$ cat src/acs_pkg.sv
// package: constants and types for the calibration sequencer
// assumes one 10 MHz clock that also serves as the converter master clock

package acs_pkg;
   localparam int unsigned CLK_HZ = 10_000_000;
   localparam logic [4:0] MOD_DIV = 5'h10;

   localparam logic [2:0] ADDR_MODE = 3'h0;
   localparam logic [2:0] ADDR_FILTER = 3'h1;
   localparam logic [2:0] ADDR_DATA = 3'h2;
   localparam logic [2:0] ADDR_OFFSET = 3'h3;
   localparam logic [2:0] ADDR_GAIN = 3'h4;
   localparam logic [2:0] ADDR_STATUS = 3'h5;

   localparam int MD_LSB = 0;
   localparam int RN_LSB = 3;
   localparam int BIP_BIT = 6;
   localparam int CH_LSB = 7;
   localparam logic [31:0] MODE_MASK = 32'h000001ff;
   localparam int CHP_BIT = 0;
   localparam int SKIP_BIT = 1;
   localparam int SF_LSB = 8;
   localparam logic [31:0] FILTER_MASK = 32'h0000ff03;

   localparam logic [2:0] CODE_IDLE = 3'h0;
   localparam logic [2:0] CODE_INT_ZERO = 3'h4;
   localparam logic [2:0] CODE_INT_FULL = 3'h5;
   localparam logic [2:0] CODE_SYS_ZERO = 3'h6;
   localparam logic [2:0] CODE_SYS_FULL = 3'h7;

   localparam logic [5:0] STEP_PER_CHOP = 6'h16;
   localparam logic [5:0] STEP_PER_PLAIN = 6'h18;
   localparam logic [6:0] FULL_PER_CHOP = 7'h2c;
   localparam logic [6:0] FULL_PER_PLAIN = 7'h30;

   localparam logic [31:0] MODE_RST = 32'h00000000;
   localparam logic [31:0] FILTER_RST = 32'h00000801;
   localparam logic [23:0] OFFSET_RST = 24'h800000;
   localparam logic [23:0] GAIN_RST = 24'h800000;
   localparam logic [23:0] BIPOLAR_MID = 24'h800000;
   localparam int GAIN_SHIFT = 23;

   typedef enum logic [1:0] {
      ACS_IDLE = 2'b00,
      ACS_ZERO = 2'b01,
      ACS_FULL = 2'b11
   } acs_state_t;
endpackage

$ cat src/acs_divider.sv
// file: tick divider, one pulse every limit steps
// assumes limit is at least one
`timescale 1ns/10ps
`default_nettype none
module acs_divider #(
   parameter int W = 8
) (
   input wire logic sys_clk,
   input wire logic rst,
   input wire logic clear,
   input wire logic step,
   input wire logic [W-1:0] limit,
   output logic tick
);
   logic [W-1:0] cnt;
   logic [W-1:0] next_cnt;
   logic wrap;

   assign wrap = step && (cnt >= limit - W'(1));
   assign tick = wrap && !clear;
   assign next_cnt = (clear || wrap) ? '0 : (step ? cnt + W'(1) : cnt);

   always_ff @(posedge sys_clk or posedge rst) begin
      if (rst) begin
         cnt <= '0;
      end else begin
         cnt <= next_cnt;
      end
   end
endmodule
`default_nettype wire

$ cat src/acs_sequencer.sv
// file: calibration sequencer with register port and offset/gain correction
// assumes filter results arrive from same-clock logic; sys_clk is master clock
//
// Our own choices: the strobed register port and the placing of the registers.
`timescale 1ns/10ps
`default_nettype none
module acs_sequencer (
   input wire logic sys_clk,
   input wire logic rst,
   input wire logic [2:0] reg_addr,
   input wire logic [31:0] reg_wdata,
   input wire logic reg_wr,
   input wire logic reg_rd,
   output logic [31:0] reg_rdata,
   input wire logic [23:0] filt_data,
   input wire logic filt_valid,
   output logic rdy_n,
   output logic [2:0] conv_mode,
   output logic [23:0] conv_data,
   output logic conv_valid,
   output logic fe_short_inputs,
   output logic fe_ref_fullscale,
   output logic [2:0] pga_range,
   output logic bipolar,
   output logic filt_chop,
   output logic filt_skip_eff
);
   import acs_pkg::*;

   acs_state_t state;
   acs_state_t next_state;
   logic [31:0] mode_reg;
   logic [31:0] next_mode;
   logic [31:0] filter_reg;
   logic [2:0] cal_code;
   logic [5:0] per_cnt;
   logic [5:0] next_per;
   logic [23:0] offset_coef [4];
   logic [23:0] gain_coef [4];
   logic [23:0] last_filt;
   logic data_ready;
   logic next_ready;
   logic [31:0] rd_mux;
   logic mod_tick;
   logic out_tick;

   // register port decode
   logic wr_mode;
   logic wr_filter;
   logic wr_offset;
   logic wr_gain;
   logic rd_data;
   logic [2:0] wcode;
   logic [2:0] mode_sel;
   logic [1:0] chan;
   logic chop;
   logic [7:0] sf;
   logic [7:0] sf_lim;

   assign wr_mode = reg_wr && (reg_addr == ADDR_MODE);
   assign wr_filter = reg_wr && (reg_addr == ADDR_FILTER);
   assign wr_offset = reg_wr && (reg_addr == ADDR_OFFSET);
   assign wr_gain = reg_wr && (reg_addr == ADDR_GAIN);
   assign rd_data = reg_rd && (reg_addr == ADDR_DATA);
   assign wcode = reg_wdata[MD_LSB+:3];
   assign mode_sel = mode_reg[MD_LSB+:3];
   assign chan = mode_reg[CH_LSB+:2];
   assign chop = filter_reg[CHP_BIT];
   assign sf = filter_reg[SF_LSB+:8];
   assign sf_lim = (sf == 8'h00) ? 8'h01 : sf;

   // sequencing terms
   logic busy;
   logic cal_start;
   logic abort;
   logic [5:0] step_len;
   logic step_done;
   logic two_step;
   logic cal_finish;
   logic conv_fire;

   assign busy = (state != ACS_IDLE);
   // any calibration code starts at once, no history needed
   assign cal_start = wr_mode && wcode[2];
   assign abort = wr_mode && !wcode[2] && busy;
   assign step_len = chop ? STEP_PER_CHOP : STEP_PER_PLAIN;
   assign step_done = busy && out_tick && !wr_mode && (per_cnt == step_len - 6'h01);
   assign two_step = (cal_code == CODE_INT_FULL) && (state == ACS_ZERO);
   assign cal_finish = step_done && !two_step;
   assign conv_fire = filt_valid && !busy && (mode_sel != CODE_IDLE) && !mode_sel[2];

   // modulator cycle, then output period of sf modulator cycles (one cycle when sf is zero)
   acs_divider #(.W(5)) u_mod_div (
      .sys_clk(sys_clk),
      .rst(rst),
      .clear(1'b0),
      .step(1'b1),
      .limit(MOD_DIV),
      .tick(mod_tick)
   );

   acs_divider #(.W(8)) u_out_div (
      .sys_clk(sys_clk),
      .rst(rst),
      .clear(cal_start),
      .step(mod_tick),
      .limit(sf_lim),
      .tick(out_tick)
   );

   always_comb begin
      next_state = state;
      if (cal_start) begin
         if (wcode == CODE_SYS_FULL) begin
            next_state = ACS_FULL;
         end else begin
            next_state = ACS_ZERO;
         end
      end else if (abort) begin
         next_state = ACS_IDLE;
      end else begin
         case (state)
            ACS_ZERO: begin
               if (step_done) begin
                  next_state = two_step ? ACS_FULL : ACS_IDLE;
               end
            end
            ACS_FULL: begin
               if (step_done) begin
                  next_state = ACS_IDLE;
               end
            end
            default: begin
               next_state = ACS_IDLE;
            end
         endcase
      end
   end

   assign next_per = (cal_start || step_done) ? 6'h00 :
                     ((busy && out_tick) ? per_cnt + 6'h01 : per_cnt);

   // a host write beats the end-of-calibration clear
   assign next_mode = wr_mode ? (reg_wdata & MODE_MASK) :
                      (cal_finish ? {mode_reg[31:3], CODE_IDLE} : mode_reg);

   assign next_ready = cal_start ? 1'b0 :
                       ((conv_fire || cal_finish) ? 1'b1 :
                       (rd_data ? 1'b0 : data_ready));

   always_ff @(posedge sys_clk or posedge rst) begin
      if (rst) begin
         state <= ACS_IDLE;
         per_cnt <= 6'h00;
         mode_reg <= MODE_RST;
         data_ready <= 1'b0;
         rdy_n <= 1'b1;
      end else begin
         state <= next_state;
         per_cnt <= next_per;
         mode_reg <= next_mode;
         data_ready <= next_ready;
         rdy_n <= (next_state != ACS_IDLE) || !next_ready;
      end
   end

   always_ff @(posedge sys_clk or posedge rst) begin
      if (rst) begin
         filter_reg <= FILTER_RST;
         cal_code <= CODE_IDLE;
         last_filt <= 24'h000000;
      end else begin
         if (wr_filter) begin
            filter_reg <= reg_wdata & FILTER_MASK;
         end
         if (cal_start) begin
            cal_code <= wcode;
         end
         if (filt_valid) begin
            last_filt <= filt_data;
         end
      end
   end

   // coefficients per channel; host writes win over calibration
   always_ff @(posedge sys_clk or posedge rst) begin
      if (rst) begin
         for (int i = 0; i < 4; i++) begin
            offset_coef[i] <= OFFSET_RST;
            gain_coef[i] <= GAIN_RST;
         end
      end else begin
         if (wr_offset) begin
            offset_coef[chan] <= reg_wdata[23:0];
         end else if (step_done && (state == ACS_ZERO)) begin
            offset_coef[chan] <= last_filt;
         end
         if (wr_gain) begin
            gain_coef[chan] <= reg_wdata[23:0];
         end else if (step_done && (state == ACS_FULL)) begin
            gain_coef[chan] <= last_filt;
         end
      end
   end

   // correction path
   logic [23:0] off_cur;
   logic [23:0] gain_cur;
   logic signed [24:0] diff;
   logic signed [49:0] prod;
   logic signed [49:0] shifted;
   logic [23:0] corr;

   assign off_cur = offset_coef[chan];
   assign gain_cur = gain_coef[chan];
   assign diff = $signed({1'b0, filt_data}) - $signed({1'b0, off_cur});
   assign prod = diff * $signed({1'b0, gain_cur});
   assign shifted = prod >>> GAIN_SHIFT;
   // zero differential input lands mid-scale in bipolar ranges
   assign corr = shifted[23:0] + (bipolar ? BIPOLAR_MID : 24'h000000);

   always_ff @(posedge sys_clk or posedge rst) begin
      if (rst) begin
         conv_data <= 24'h000000;
         conv_valid <= 1'b0;
      end else begin
         conv_valid <= conv_fire;
         if (conv_fire) begin
            conv_data <= corr;
         end
      end
   end

   // front end and filter steering
   assign fe_short_inputs = (state == ACS_ZERO) && (cal_code != CODE_SYS_ZERO);
   assign fe_ref_fullscale = (state == ACS_FULL) && (cal_code == CODE_INT_FULL);
   assign pga_range = mode_reg[RN_LSB+:3];
   assign bipolar = mode_reg[BIP_BIT];
   assign filt_chop = chop;
   assign filt_skip_eff = filter_reg[SKIP_BIT] && !busy;
   assign conv_mode = mode_sel[2] ? CODE_IDLE : mode_sel;

   always_comb begin
      rd_mux = 32'h00000000;
      if (reg_addr == ADDR_MODE) begin
         rd_mux = mode_reg;
      end else if (reg_addr == ADDR_FILTER) begin
         rd_mux = filter_reg;
      end else if (reg_addr == ADDR_DATA) begin
         rd_mux = {8'h00, conv_data};
      end else if (reg_addr == ADDR_OFFSET) begin
         rd_mux = {8'h00, off_cur};
      end else if (reg_addr == ADDR_GAIN) begin
         rd_mux = {8'h00, gain_cur};
      end else if (reg_addr == ADDR_STATUS) begin
         rd_mux = {28'h0000000, state, data_ready, busy};
      end
   end

   always_ff @(posedge sys_clk or posedge rst) begin
      if (rst) begin
         reg_rdata <= 32'h00000000;
      end else begin
         reg_rdata <= reg_rd ? rd_mux : 32'h00000000;
      end
   end

   // checking helpers
   logic [6:0] tick_total;
   logic [6:0] full_len;

   assign full_len = chop ? FULL_PER_CHOP : FULL_PER_PLAIN;

   always_ff @(posedge sys_clk or posedge rst) begin
      if (rst) begin
         tick_total <= 7'h00;
      end else if (cal_start) begin
         tick_total <= 7'h00;
      end else if (busy && out_tick) begin
         tick_total <= tick_total + 7'h01;
      end
   end
endmodule
`default_nettype wire

$ cat config.mk
export PLATFORM = sky130hd
export DESIGN_NAME = acs_sequencer
export DESIGN_NICKNAME = d
export VERILOG_FILES = /design/src/acs_pkg.sv /design/src/acs_divider.sv /design/src/acs_sequencer.sv
export SDC_FILE = /design/constraint.sdc
export NUM_CORES = 2
export LEC_CHECK = 0
export ABC_CLOCK_PERIOD_IN_PS = 34600
export BUFFER_PORTS_ARGS = -buffer_cell sky130_fd_sc_hd__buf_2
export CAP_MARGIN = 0
export CORE_ASPECT_RATIO = 0.5
export CORE_UTILIZATION = 60
export CTS_CLUSTER_DIAMETER = 200
export DETAILED_ROUTE_END_ITERATION = 7
export GPL_TIMING_DRIVEN = 0
export MAX_ROUTING_LAYER = met4
export PLACE_DENSITY = 0.85
export SETUP_SLACK_MARGIN = 0.02
export SYNTH_ARGS = -nofsm -noshare
export SYNTH_HDL_FRONTEND = slang
export SYNTH_HIERARCHICAL = 1
export SYNTH_SLANG_ARGS = --single-unit
$ cat constraint.sdc
create_clock -name sys_clk -period 34.6 [get_ports sys_clk]
set_clock_uncertainty 0.2 [all_clocks]
set_input_delay 1.73 -clock sys_clk [delete_from_list [all_inputs] [get_ports sys_clk]]
set_output_delay 1.73 -clock sys_clk [all_outputs]
set_load 0.02 [all_outputs]
Word-level counts from Yosys, hierarchy flattened
Index checks and enable logic that the tools add are counted.
W data, S select, Z words.
{"block": "classes", "add_sub_neg": 7, "mul": 1, "n_lt_le_gt_ge": 4, "eq_ne": 11, "mux": 44, "bitwise_logic": 1, "reduce_logical": 45}
{"cell": "$bwmux W96", "n": 4}
{"cell": "$mux W96", "n": 4}
{"cell": "$mux W24", "n": 10}
{"cell": "$bmux W24 S2", "n": 2}
{"cell": "$mux W32", "n": 3}
{"cell": "$demux W24 S2", "n": 1}
{"cell": "$mul A25 B25 Y47", "n": 1}
{"cell": "$sub A24 B24 Y25", "n": 1}
{"cell": "$add A24 B24 Y24", "n": 1}
{"cell": "$logic_and A1 B1 Y1", "n": 24}
{"cell": "$mux W8", "n": 3}
{"cell": "$mux W2", "n": 7}
{"cell": "$reduce_bool A2 Y1", "n": 7}
{"cell": "$eq A3 B3 Y1 const B", "n": 4}
{"cell": "$mux W6", "n": 2}
{"cell": "$add A8 B1 Y8 const B", "n": 1}
{"cell": "$ge A8 B8 Y1", "n": 1}
{"cell": "$logic_not A8 Y1", "n": 1}
{"cell": "$mux W4", "n": 2}
{"cell": "$sub A8 B1 Y8 const B", "n": 1}
{"cell": "$logic_not A1 Y1", "n": 7}
{"cell": "$add A6 B1 Y6 const B", "n": 1}
{"cell": "$eq A3 B2 Y1 const B", "n": 2}
{"cell": "$eq A6 B6 Y1", "n": 1}
{"cell": "other kinds (17)", "n": 22}
{"block": "totals", "ff_bits": 341, "inputBits": 64, "out_inout_bits": 69, "word_cells": 135}

Depth between registers and ports, before layout
{"block": "depth", "depth_word": 15, "ltp_mapped": 44}

Cells and area by module
Netlist, hierarchy kept.
{"mod": "acs_sequencer", "instances": 1, "cells_each": 3732, "area_per_inst_um2": 35062.4, "seq_area_each_um2": 7470.9}
{"mod": "acs_divider at u_out_div", "instances": 1, "cells_each": 78, "area_per_inst_um2": 793.3, "seq_area_each_um2": 200.2}
{"mod": "acs_divider at u_mod_div", "instances": 1, "cells_each": 47, "area_per_inst_um2": 432.9, "seq_area_each_um2": 125.1}

Worst setup path after synthesis
No wires, ideal clock.
{"block": "synth_path", "kind": "register to register", "from": "register mode_reg[8]", "to": "register conv_data[23]", "arrival_time_ps": 10712, "slack_ps": 23563, "path_stages_with_launch": 43, "n_path_buf": 6, "period_less_slack_ps": 11037, "path_cell_list": "dfrtp_1 buf_2 buf_1 buf_2 buf_1 mux4_2 ha_1 inv_1 fa_1 a211oi_1 o21ai_1 a32oi_1 a21oi_1 a2111oi_0 nor3_1 o31ai_1 nor2b_1 buf_4 [... 7 more ...] inv_1 fa_1 fa_1 fa_1 inv_1 fa_1 inv_1 ha_1 nand2_1 nor2_1 nand2_1 nor2_1 a21oi_1 o31ai_4 and4_1 a2111oi_1 or3_1 nand3_1"}
{"block": "synth_between", "elab_chain_len": 7, "word_cells_on_any_way": 10, "cone_classes": "2 x add/sub; 1 x mul; 6 x mux; 1 x bitwise"}
{"element": "start: declaration", "line_no": "acs_sequencer.sv:32", "source": "logic [31:0] mode_reg;"}
{"element": "start signal: assignment", "line_no": "acs_sequencer.sv:161", "source": "mode_reg <= next_mode;"}
{"element": "$not A2 Y3 (implied by the code) (*)", "line_no": "acs_sequencer.sv:214, acs_sequencer.sv:215"}
{"element": "$bmux W24 S2", "line_no": "acs_sequencer.sv:214", "source": "assign off_cur = offset_coef[chan];"}
{"element": "$mux W24 (implied by the code) (2 in series)", "line_no": "acs_sequencer.sv:214"}
{"element": "$sub A24 B24 Y25", "line_no": "acs_sequencer.sv:216", "source": "assign diff = $signed({1'b0, filt_data}) - $signed({1'b0, off_cur});"}
{"element": "$mul A25 B25 Y47 (*)", "line_no": "acs_sequencer.sv:217", "source": "assign prod = diff * $signed({1'b0, gain_cur});"}
{"element": "$add A24 B24 Y24 (*)", "line_no": "acs_sequencer.sv:220", "source": "assign corr = shifted[23:0] + (bipolar ? BIPOLAR_MID : 24'h000000);"}
{"element": "end signal: assignment", "line_no": "acs_sequencer.sv:229", "source": "conv_data <= corr;"}
{"element": "end: declaration", "line_no": "acs_sequencer.sv:19", "source": "output logic [23:0] conv_data,"}
Mark *: on every way between the ends. The rest lies on a longest branch, timed or not. The select of a mux whose other input is x is not followed.
A chain may end at the register's enable or synchronous reset.

Final worst setup path
{"block": "layout_path", "from": "register mode_reg[8]", "to": "register conv_data[18]"}
The elaborated chain is that of the path after synthesis.

==> results.sh <==
export IMPL_multi_input_area_um2=25100
export IMPL_clockBufferDepth=3
export IMPL_regToRegSetupSlack_ns=20.54
export IMPL_hold_viol=0
export IMPL_yosys_area_top_type="fa_1"
export IMPL_wl_per_cell_um=25.0
export IMPL_crit_required_ns=34.81
export IMPL_startpoint="mode_reg[8]"
export IMPL_track_usage_pct=42.2
export IMPL_met3_length_mm=16.3
export IMPL_grt_pass1_vias=30500
export IMPL_ys_ff_latch=311
export IMPL_drtIter0Drc=3317
export IMPL_hold_end="cal_code[1]"
export IMPL_drv_cap=5
export IMPL_nets=4885
export IMPL_synth_area_leaders="fa_1 (33%), dfrtp_1 (21%), inv_1 (7.3%), ha_1 (6.1%), nor2_1 (5.9%)"
export IMPL_fp_row_count=63
export IMPL_gr_total_overflow=0
export IMPL_cts_tree="done"
export IMPL_period_share_pct=40.6
export IMPL_report_final_slew_viol_count=36
export IMPL_postCtsSetupRepairBufs=0
export IMPL_num_io_pins=133
export IMPL_vias=29600
export IMPL_startpoint_type="flop"
export IMPL_setup_violations=0
export IMPL_crit_fanout=10
export IMPL_die_x_um=350
export IMPL_ff_latch_area_um2=7800
export IMPL_r2r_end="conv_data[18]"
export IMPL_numCtsBuffers=35
export IMPL_cts_sinks=311
export IMPL_postRouteAntennaNets=0
export IMPL_synth_top_cell_area_share_pct=33.5
export IMPL_htree_levels=2
export IMPL_period_needed_ns=14.06
export IMPL_holdPathStages=2
export IMPL_hp_class="reg2reg"
export IMPL_drive_gt1_share_pct=9.70
export IMPL_ys_warn_count=6
export IMPL_wirelength_mm=122
export IMPL_path_common_cell="fa_1"
export IMPL_violations="capacitance limit, slew limit"
export IMPL_synth_flop_cell="dfrtp_1"
export IMPL_final_cell_mix="inv_1 (704), fa_1 (607), nor2_1 (567)"
export IMPL_dr_pass1_iters=6
export IMPL_ys_async_sr_fraction_pct=100
export IMPL_synthToLayoutAreaGrowth_pct=8.21
export IMPL_outcome="complete, but fails checks"
export IMPL_vias_per_cell=6.06
export IMPL_die_height_um=176
export IMPL_initial_utilization_pct=61.0
export IMPL_min_from="cal_code[1]"
export IMPL_seq_area_frac_synth_pct=21.5
export IMPL_synth_avg_cell_area_um2=9.41
export IMPL_final_common_cell="inv_1"
export IMPL_largestRegisters="gain_coef: 96 flops, offset_coef: 96 flops, reg_rdata: 25 flops"
export IMPL_ctsResizeCount=0
export IMPL_dieArea_um2=61500
export IMPL_gp_congestion=1.08
export IMPL_synth_edff_count=0
export IMPL_worstMarginPinSlew_ns=1.59
export IMPL_antenna_found_initial=3
export IMPL_root_buffer="clkbuf_16"
export IMPL_portBuffers=120
export IMPL_dp_hpwl_mm=99.1
export IMPL_rsz0062_at_grt="no"
export IMPL_max_clock_freq_mhz=71.1
export IMPL_routed_top_layer="met4"
export IMPL_r2r_start="mode_reg[8]"
export IMPL_wl_met1_mm=47.2
export IMPL_worstPathArrival_ns=14.26
export IMPL_nFillCells=4736
export IMPL_cpPeakStageDelay_ns=1.13
export IMPL_syn_instance_count=3857
export IMPL_grt_max_degree=115
export IMPL_rr_worst_depth=41
export IMPL_path_clk_slew_ns=0.06
export IMPL_wl_met2_mm=52.3
export IMPL_core_area_um2=59500
export IMPL_syn_cell_area_um2=36300
export IMPL_insertion_delay_ns=0.54
export IMPL_cp_end_kind="flop"
export IMPL_post_route_drc_count=0
export IMPL_ctsHoldBuffers=0
export IMPL_timing_setup_critical_path_class="reg2reg"
export IMPL_yosysUniqueCellTypes=85
export IMPL_slew_headroom_pct=-6.85
export IMPL_grt_pass1_wl_mm=184
export IMPL_tns_ns=0
export IMPL_critPathSlowestCell="xor2_1"
layer usage:
metal | up-vias | track usage (%)
met5 | - | -
met4 | 0 | 17.4
met3 | 421 | 12.3
met2 | 1935 | 60.1
met1 | 15000 | 56.6
li1 | 12200 | -
kinds of logic after synthesis:
kind of cell	Yosys count	synth area share, %
AO/OA/AOI/OAI	495	8.28
XOR/XNOR	110	2.74
multiplexers	157	5.66
other	2	0.0207
adder cells (fa/ha/maj)	784	39.6
flip-flops	311	21.5
AND/OR/NAND/NOR	1098	12.5
buffers and inverters	900	9.68
cell usage after synthesis (6+ instances only):
| master | n |
|---|---|
| o21a_1 | 27 |
| mux4_2 | 33 |
| a22oi_1 | 24 |
| buf_4 | 13 |
| nand2_1 | 374 |
| buf_1 | 13 |
| a221oi_1 | 8 |
| clkbuf_1 | 105 |
| nand4_1 | 15 |
| nor3_2 | 10 |
| inv_1 | 705 |
| dfstp_2 | 11 |
| o21bai_1 | 10 |
| xor2_1 | 43 |
| a21o_1 | 25 |
| dfrtp_1 | 300 |
| nand2b_1 | 16 |
| nor3_1 | 14 |
| fa_1 | 607 |
| o21ai_1 | 28 |
| nor2b_1 | 15 |
| ha_1 | 177 |
| nor2_1 | 567 |
| mux2_2 | 56 |
| and2_1 | 34 |
| o21ai_0 | 52 |
| a21oi_1 | 253 |
| xnor2_1 | 63 |
| buf_2 | 57 |
| o31ai_1 | 6 |
| mux2i_1 | 68 |
| a31oi_1 | 7 |
| nand3_1 | 18 |
cell type report:
type,count,area share [%]
multi-input combinational,2664,63.9
sequential,311,19.9
inverter,710,6.81
tap,812,2.59
clock buffer,54,2.57
buffer,190,2.16
timing repair buffer,125,1.77
clock inverter,9,0.325
antenna,6,0.0382
worst max-delay path by stage:
stage | end | slack, ns
after CTS | conv_data[23] | 20.91
after global placement | conv_data[18] | 20.87
final | conv_data[18] | 20.54
after detailed placement | conv_data[23] | 21.00
after global routing | conv_data[23] | 20.19
after floorplan | conv_data[23] | 23.56
per-stage QoR:
step | cells | instance area [µm²] | setup slack [ns] | utilization [%] | hold slack [ns]
3_5_place_dp | 4812 | 38100 | 21.00 | 64.0 | 0.287
5_1_grt | 4877 | 39300 | 20.19 | 66.0 | 0.331
2_1_floorplan | 3875 | 36400 | 23.56 | - | 0.260
3_3_place_gp | 4807 | 38000 | 20.87 | 63.8 | 0.277
6_report | 4881 | 39300 | 20.54 | 66.0 | 0.304
4_1_cts | 4875 | 39200 | 20.91 | 65.9 | 0.301
worst max-delay path, delay by kind of cell, from the launching register on:
family	cells	cell delay, ns
xor gates and xnor gates	2	1.43
adders and majority gates	10	4.61
AOI/OAI and AO/OA	11	3.13
buffers and inverters	12	2.93
and+or+nand+nor	5	0.78
muxes	1	0.43
DFF	1	0.40
Power is not shown: default switching activity piles up to over one toggle a cycle in this logic, so the estimate is an artifact.
